**src/include/timer_event_flag_cfg.svh**
```systemverilog
// Offsets, bit positions and reset values of the timer event flag block.
// Assumes a byte address bus eight bits wide with one aligned word per register.
`ifndef TIMER_EVENT_FLAG_CFG_SVH
`define TIMER_EVENT_FLAG_CFG_SVH

// Register offsets
`define OFS_CONTROL 8'h00
`define OFS_ENABLE 8'h0c
`define OFS_FLAGS 8'h10
`define OFS_SWEVENT 8'h14
`define OFS_CAPTURE0 8'h34
`define OFS_CAPTURE1 8'h38

// Flag register bit positions; all but the overcapture bits are shared with the enable and software event registers
`define BIT_UPDATE 0
`define BIT_CHAN0 1
`define BIT_CHAN1 2
`define BIT_TRIGGER 6
`define BIT_OVCAP0 9
`define BIT_OVCAP1 10

// Control register bit positions
`define CTL_UPD_DIS 1
`define CTL_UPD_SRC 2
`define CTL_PAUSE 3
`define CTL_CH0_IN 4
`define CTL_CH1_IN 5
`define CTL_TRG_FALL 6

// Writable masks and reset values
`define ENABLE_MASK 32'h0000_0047
`define FLAGS_MASK 32'h0000_0647
`define CONTROL_MASK 32'h0000_007e
`define REG_RESET 32'h0000_0000

// Capture value width
`define CV_W 16

`endif

```
**src/include/timer_event_flag_pkg.sv**
```systemverilog
// Types of the timer event flag block.
// Assumes timer_event_flag_cfg.svh is on the include path.
`include "timer_event_flag_cfg.svh"

package timer_event_flag_pkg;

    // Events from the counter and channel datapaths, same clock
    typedef struct packed {
        logic overflow;
        logic restart;
        logic [1:0] capture;
        logic [1:0] compare;
    } timer_events_type;

    // Whole state of the block
    typedef struct packed {
        logic [31:0] enable;
        logic [31:0] flags;
        logic [31:0] control;
        logic [1:0][`CV_W-1:0] capture_value;
        logic [2:0] trig_sync;
        logic trig_level;
        logic [31:0] rdata;
        logic update_pulse;
        logic clear_pulse;
        logic trigger_pulse;
    } state_type;

endpackage

```
**src/core/timer_event_flag_logic.sv**
```systemverilog
// Interrupt enable, event flags and software event generation of a
// two-channel timer. Assumes counter, prescaler and channel datapaths
// sit outside and deliver one-cycle event pulses on ref_clk_i.
//
// Contract
// (RL1) Enable bits: trigger 6, ch1 2, ch0 1, update 0
// (RL2) Ch0 capture while flag set sets overcapture
// (RL3) Ch1 overcapture works like channel 0
// (RL4) Trigger event sets sticky trigger flag
// (RL5) Pause mode: both edges; else active edge
// (RL6) Ch0 flag: capture in input, compare output
// (RL7) Reading ch0 capture value clears flag (input)
// (RL8) Ch1 event flag works like channel 0
// (RL9) Update event sets sticky update flag
// (RL10) Flags clear on written zero; written one keeps them
// (RL11) Soft trigger sets trigger flag, self-clears
// (RL12) Soft ch0 event sets flag, captures counter (code captures in input mode only)
// (RL13) Soft ch1 event works like channel 0
// (RL14) Soft update clears counter and prescaler
// (RL15) Update disable: no event, still reinitialise
// (RL16) Source select one: only overflow flags update
// (RL17) Interrupt high while enabled flag set
`timescale 1ns/100ps
`default_nettype none
`include "timer_event_flag_cfg.svh"

module timer_event_flag_logic (
    // Clock, reset and enable
    input wire logic ref_clk_i,
    input wire logic nrst_i,
    input wire logic clk_en_i,
    // Register port
    input wire logic [7:0] addr_i,
    input wire logic [31:0] wdata_i,
    input wire logic wr_i,
    input wire logic rd_i,
    output logic [31:0] rdata_o,
    // Timer datapath
    input wire timer_event_flag_pkg::timer_events_type events_i,
    input wire logic [`CV_W-1:0] count_value_i,
    input wire logic trigger_pin_i,
    // Results
    output logic irq_o,
    output logic update_event_o,
    output logic counter_clear_o,
    output logic trigger_event_o,
    output logic [1:0][`CV_W-1:0] capture_value_o
);

    timer_event_flag_pkg::state_type st;
    timer_event_flag_pkg::state_type st_next;

    // Address match, used by every register access
    function automatic logic hit(input logic [7:0] addr, input logic [7:0] ofs);
        hit = (addr == ofs);
    endfunction

    // Per-channel bit position of the event and overcapture flags and of the input mode control bit
    function automatic int chan_bit(input int k);
        chan_bit = (k == 0) ? `BIT_CHAN0 : `BIT_CHAN1;
    endfunction

    function automatic int ovcap_bit(input int k);
        ovcap_bit = (k == 0) ? `BIT_OVCAP0 : `BIT_OVCAP1;
    endfunction

    function automatic int input_bit(input int k);
        input_bit = (k == 0) ? `CTL_CH0_IN : `CTL_CH1_IN;
    endfunction

    logic [31:0] soft_word;
    logic edge_seen;
    logic edge_rising;
    logic hw_trigger;
    logic reinit;
    logic upd_flag;
    logic [1:0] chan_input;
    logic [1:0] chan_capture;
    logic [1:0] chan_set;
    logic [1:0][7:0] cv_ofs;

    assign cv_ofs[0] = `OFS_CAPTURE0;
    assign cv_ofs[1] = `OFS_CAPTURE1;

    // Next-state logic
    always_comb begin
        st_next = st;
        st_next.update_pulse = 1'b0;
        st_next.clear_pulse = 1'b0;
        st_next.trigger_pulse = 1'b0;
        st_next.rdata = `REG_RESET;

        // Software event word exists for one cycle only, so it reads as zero
        soft_word = (wr_i && hit(addr_i, `OFS_SWEVENT)) ? wdata_i : `REG_RESET; // [RL11]

        // Pin synchroniser; stage 0 feeds only stage 1
        st_next.trig_sync = {st.trig_sync[1:0], trigger_pin_i};
        edge_seen = (st.trig_sync[2] == st.trig_sync[1])
            && (st.trig_sync[1] != st.trig_level);
        if (edge_seen) begin
            st_next.trig_level = st.trig_sync[1];
        end
        edge_rising = edge_seen && st.trig_sync[1];

        // Pause mode reacts to either edge, others to the chosen edge
        if (st.control[`CTL_PAUSE]) begin
            hw_trigger = edge_seen; // [RL5]
        end else if (st.control[`CTL_TRG_FALL]) begin
            hw_trigger = edge_seen && !edge_rising; // [RL5]
        end else begin
            hw_trigger = edge_rising; // [RL5]
        end

        // Update path; reinitialisation happens even when disabled
        reinit = soft_word[`BIT_UPDATE] || events_i.restart;
        st_next.clear_pulse = reinit; // [RL14] [RL15]
        st_next.update_pulse = !st.control[`CTL_UPD_DIS]
            && (reinit || events_i.overflow); // [RL15]
        upd_flag = !st.control[`CTL_UPD_DIS]
            && (events_i.overflow
            || (!st.control[`CTL_UPD_SRC] && reinit)); // [RL16]

        // Written zeros clear flags first; hardware sets win afterwards
        if (wr_i && hit(addr_i, `OFS_FLAGS)) begin
            st_next.flags = st.flags & (wdata_i | ~`FLAGS_MASK); // [RL10]
        end

        // Channel event, capture and overcapture
        for (int k = 0; k < 2; k++) begin
            chan_input[k] = st.control[input_bit(k)];
            chan_capture[k] = chan_input[k]
                && (events_i.capture[k] || soft_word[chan_bit(k)]); // [RL12] [RL13]
            chan_set[k] = soft_word[chan_bit(k)]
                || (chan_input[k] ? events_i.capture[k]
                : events_i.compare[k]); // [RL6] [RL8]
            if (rd_i && hit(addr_i, cv_ofs[k]) && chan_input[k]) begin
                st_next.flags[chan_bit(k)] = 1'b0; // [RL7] [RL8]
            end
            if (chan_capture[k]) begin
                st_next.capture_value[k] = count_value_i; // [RL12] [RL13]
                if (st.flags[chan_bit(k)]) begin
                    st_next.flags[ovcap_bit(k)] = 1'b1; // [RL2] [RL3]
                end
            end
            if (chan_set[k]) begin
                st_next.flags[chan_bit(k)] = 1'b1; // [RL6] [RL8] [RL12] [RL13]
            end
        end

        // Trigger from the pin or from software
        if (hw_trigger || soft_word[`BIT_TRIGGER]) begin
            st_next.flags[`BIT_TRIGGER] = 1'b1; // [RL4] [RL11]
            st_next.trigger_pulse = 1'b1;
        end

        if (upd_flag) begin
            st_next.flags[`BIT_UPDATE] = 1'b1; // [RL9]
        end

        // Configuration writes
        if (wr_i && hit(addr_i, `OFS_ENABLE)) begin
            st_next.enable = wdata_i & `ENABLE_MASK; // [RL1]
        end
        if (wr_i && hit(addr_i, `OFS_CONTROL)) begin
            st_next.control = wdata_i & `CONTROL_MASK;
        end

        // Read data, valid in the cycle after the strobe
        if (rd_i) begin
            if (hit(addr_i, `OFS_ENABLE)) begin
                st_next.rdata = st.enable;
            end else if (hit(addr_i, `OFS_FLAGS)) begin
                st_next.rdata = st.flags;
            end else if (hit(addr_i, `OFS_CONTROL)) begin
                st_next.rdata = st.control;
            end else if (hit(addr_i, `OFS_CAPTURE0)) begin
                st_next.rdata = {{(32-`CV_W){1'b0}}, st.capture_value[0]};
            end else if (hit(addr_i, `OFS_CAPTURE1)) begin
                st_next.rdata = {{(32-`CV_W){1'b0}}, st.capture_value[1]};
            end else begin
                st_next.rdata = `REG_RESET;
            end
        end
    end

    // State register; clock enable low freezes everything
    always_ff @(posedge ref_clk_i) begin
        if (!nrst_i) begin
            st <= '0;
        end else if (clk_en_i) begin
            st <= st_next;
        end
    end

    // Overcapture flags share their channel's enable
    assign irq_o = |(st.flags[6:0] & st.enable[6:0])
        || (st.flags[`BIT_OVCAP0] && st.enable[`BIT_CHAN0])
        || (st.flags[`BIT_OVCAP1] && st.enable[`BIT_CHAN1]); // [RL17] [RL1]

    // Registered outputs
    assign rdata_o = st.rdata;
    assign update_event_o = st.update_pulse;
    assign counter_clear_o = st.clear_pulse;
    assign trigger_event_o = st.trigger_pulse;
    assign capture_value_o = st.capture_value;
endmodule

`default_nettype wire

```
**config.mk**
```make
export PLATFORM = sky130hd
export DESIGN_NAME = timer_event_flag_logic
export DESIGN_NICKNAME = d
export VERILOG_FILES = /design/src/include/timer_event_flag_pkg.sv /design/src/core/timer_event_flag_logic.sv
export VERILOG_INCLUDE_DIRS = /design/src /design/src/include
export SDC_FILE = /design/constraint.sdc
export NUM_CORES = 1
export LEC_CHECK = 0
export BUFFER_PORTS_ARGS = -buffer_cell sky130_fd_sc_hd__buf_4
export CAP_MARGIN = 10
export CORE_MARGIN = 2
export CORE_UTILIZATION = 52
export CTS_BUF_LIST = sky130_fd_sc_hd__clkbuf_2
export CTS_CLUSTER_SIZE = 8
export DETAILED_ROUTE_END_ITERATION = 10
export PLACE_DENSITY_LB_ADDON = 0.05
export RECOVER_POWER = 100
export SYNTH_ARGS = -nofsm -noshare
export SYNTH_HDL_FRONTEND = slang
export SYNTH_SLANG_ARGS = --single-unit
```
**constraint.sdc**
```tcl
create_clock -name ref_clk_i -period 1.7 [get_ports ref_clk_i]
set_clock_uncertainty 0.1 [all_clocks]
set_input_delay 0.085 -clock ref_clk_i [delete_from_list [all_inputs] [get_ports ref_clk_i]]
set_output_delay 0.085 -clock ref_clk_i [all_outputs]
set_load 0.02 [all_outputs]
```
==> flow_metrics.py <==
metrics = {
    "route": {
        "post_drt_wl_per_cell_um": 14.91,
        "wl_met1_um": 4096,
        "vias_per_cell": 5.089,
        "ant_nets": 0,
        "drt_first_pass_iters": 4,
        "num_vias": 3211,
        "drc": 0,
        "drt_iter0_drc": 132,
        "top_layer": "met4",
        "dr_wl_met2_um": 4624,
        "wl_um": 9408,
        "wl_met3_um": 498,
    },
    "worst_setup_path": {
        "cp_max_fo": 12,
        "cp.required_ns": 2.00,
        "start_kind": "primary input",
        "critPathBufInv": 4,
        "max_stage_delay_ns": 0.57,
        "cp_cell_sequence": "dlygate4sd3_1 -> buf_4 -> buf_4 -> nand3_4 -> mux2i_1 -> dlygate4sd3_1 -> nor2b_1",
        "rr_worst_depth": 5,
        "path_delay_family": "buffers and inverters",
        "arrival_ns": 1.94,
        "worst_path_max_delay_cell": "dlygate4sd3_1",
        "end_kind": "flop",
        "worstSetupPathType": "primary input to flop",
        "cp_num_cells": 7,
    },
    "worst_hold_path": {
        "holdCritPathClass": "primary input to flop",
        "hold_depth": 4,
    },
    "synthesis": {
        "netlist_area_um2": 3792,
        "synth_top_family_by_area": "simple AND/OR/NAND/NOR gates",
        "seq_area_frac_synth_pct": 37.48,
        "syn_inst": 421,
        "synth_fa_ha_area_share_pct": 0,
        "synth_compound_area_share_pct": 13.66,
        "synth.distinct_cells": 44,
        "ys_ff_latch": 71,
        "synthSimpleGateAreaFrac_pct": 19.66,
        "synth.avg_cell_area_um2": 9.008,
        "synth_xor_area_share_pct": 0,
        "yosysWarnings": 0,
        "synthMuxAreaShare_pct": 12.93,
    },
    "grt": {
        "antenna_found_initial": 0,
        "grt_pass1_vias": 3005,
        "grt_overflow": 0,
        "grt_pass1_wl_um": 14710,
        "grt_max_degree": 47,
        "track_usage_pct": 24.37,
    },
    "final_layout": {
        "area_growth_pct": 23.46,
        "final_common_cell": "dfxtp_1",
        "nets": 595,
        "fin_util_pct": 65.25,
        "fin_area_um2": 4682,
        "layout_common_cells": "70 x dfxtp_1, 68 x buf_4, 55 x nor2b_1, 53 x clkbuf_1, 49 x mux2i_1",
        "drive_gt1_share_pct": 18.61,
        "num_antenna_cells": 0,
    },
    "sta": {
        "setup_tns_ns": 0,
        "grt_setup_unrepaired": "no",
        "fmax_mhz": 609.0,
        "period_share_pct": 96.59,
        "slew_viol_final": 0,
        "hold_viol": 0,
        "fin_crit_ns": 1.642,
        "timing.hold.ws_ns": 0.04310,
        "setup_viol": 0,
    },
    "clocking": {
        "clk_pin_slew_ns": 0.18,
        "cts_num_sinks": 71,
        "cts_tree": "built",
        "cts_buffer_depth": 2,
        "cts_setup_buffers": 0,
        "cts_max_level": 3,
        "cts_root_buffer": "clkbuf_2",
        "clock_latency_ns": 0.48,
        "numCtsBuffers": 9,
    },
    "job": {
        "cap_violations": 0,
    },
    "placement": {
        "hpwl_um": 6636,
        "port-buffer-count": 96,
        "placed_area_um2": 4367,
        "finalWeightedCongestion": 0.8989,
    },
    "die": {
        "core_um2": 7176,
        "ios": 136,
        "dieWidth_um": 89.40,
        "initial_utilization_pct": 52.85,
        "die_area_um2": 7992,
        "rows": 31,
        "die_y_um": 89.40,
    },
    "power_and_ir_drop": {
        "p_leak_nw": 1.690,
        "peakVddDrop_mv": 0.4357,
        "finalPower_mw": 2.985,
        "p_per_area_nw_per_um2": 637.5,
    },
    "run_status": {
        "status": "completed",
    },
}
==> flip-flops by register name, indices dropped and copies added, names as in the netlist <==
register,flops
st,18
counter_clear_o,1
chan_input,2
trigger_event_o,1
update_event_o,1
rdata_o,16
capture_value_o,32
==> power by group <==
part           leakage, nW  switching (mW)  internal [mW]
clock network       0.0731           0.559          0.341
logic                 1.04           0.186          0.201
registers            0.574          0.0150           1.68
total                 1.69           0.760           2.22
==> final timing paths <==
path / startpoint / end / slack (ns)
setup / recovery: clk_en_i / chan_input[0] / 0.06
hold / removal: addr_i[4] / rdata_o[1] / 0.04
setup reg to reg: chan_input[1] / capture_value_o[31] / 0.11
hold reg to reg: rdata_o[9] / rdata_o[9] / 0.37
==> cell families (layout without fill, tap and decap cells) <==
family	after synthesis	count (layout)
AOI/OAI and AO/OA	81	81
other	1	16
buffers and inverters	88	184
and+or+nand+nor	131	131
muxes	49	49
DFF	71	71
==> synthesized netlist by cell type, drive strengths merged <==
library cell / count / share of area [%]
o21ai: 13 / 1.7
nor2b: 55 / 9.1
a211oi: 1 / 0.20
a22o: 3 / 0.69
a31oi: 3 / 0.49
nor3b: 1 / 0.49
or4: 2 / 0.49
nor4: 1 / 0.33
nor4b: 2 / 0.46
a21boi: 3 / 0.59
and2: 1 / 0.17
nor3: 6 / 1.2
buf: 75 / 15
and3: 2 / 0.36
conb: 1 / 0.099
clkbuf: 10 / 0.99
o211ai: 3 / 0.59
a22oi: 12 / 2.4
o31ai: 10 / 2.0
a21oi: 26 / 3.4
mux2i: 49 / 13
o221ai: 1 / 0.23
or3: 1 / 0.17
nor2: 19 / 1.9
a32oi: 3 / 0.69
nand3: 10 / 1.6
o211a: 1 / 0.26
nand4bb: 1 / 0.30
nand4: 1 / 0.17
a21o: 2 / 0.40
nand3b: 1 / 0.20
nand2: 28 / 2.8
inv: 3 / 0.30
dfxtp: 71 / 37
==> per-layer routing <==
metal | global-route usage [%] | vias to the layer above
met5 | 0 | -
met1 | 30.74 | 1488
met2 | 40.94 | 106
met4 | 9.091 | 0
met3 | 5.171 | 18
li1 | - | 1599
==> what timing repair did <==
action / 4_1_cts / 5_1_grt
endpoints found under the setup margin: 0 / 3
hold endpoints to repair: 58 / 0
hold buffers: 41 / 0
gates resized for setup: 0 / 3
==> cell type report <==
cell class | instances | area [um2]
Fill cell | 677 | 2494
Multi-Input combinational cell | 277 | 1856
Sequential cell | 71 | 1423
Tap cell | 99 | 123.9
Clock inverter | 5 | 48.80
Timing Repair Buffer | 165 | 1165
Inverter | 3 | 11.26
Clock buffer | 11 | 55.05
==> worst min-delay path: stages <==
cell and delay [ns]:
buf_4 0.10, or4_4 0.17, a21oi_1 0.07, o31ai_1 0.17
==> through the flow <==
stage	worst slack (ns)	instances
5_1_grt	0.02261	631
3_5_place_dp	-0.07042	574
6_report	0.05803	631
2_1_floorplan	0.1417	436
3_3_place_gp	-0.02244	574
4_1_cts	0.05383	631
(Power assumes the default switching activity.)
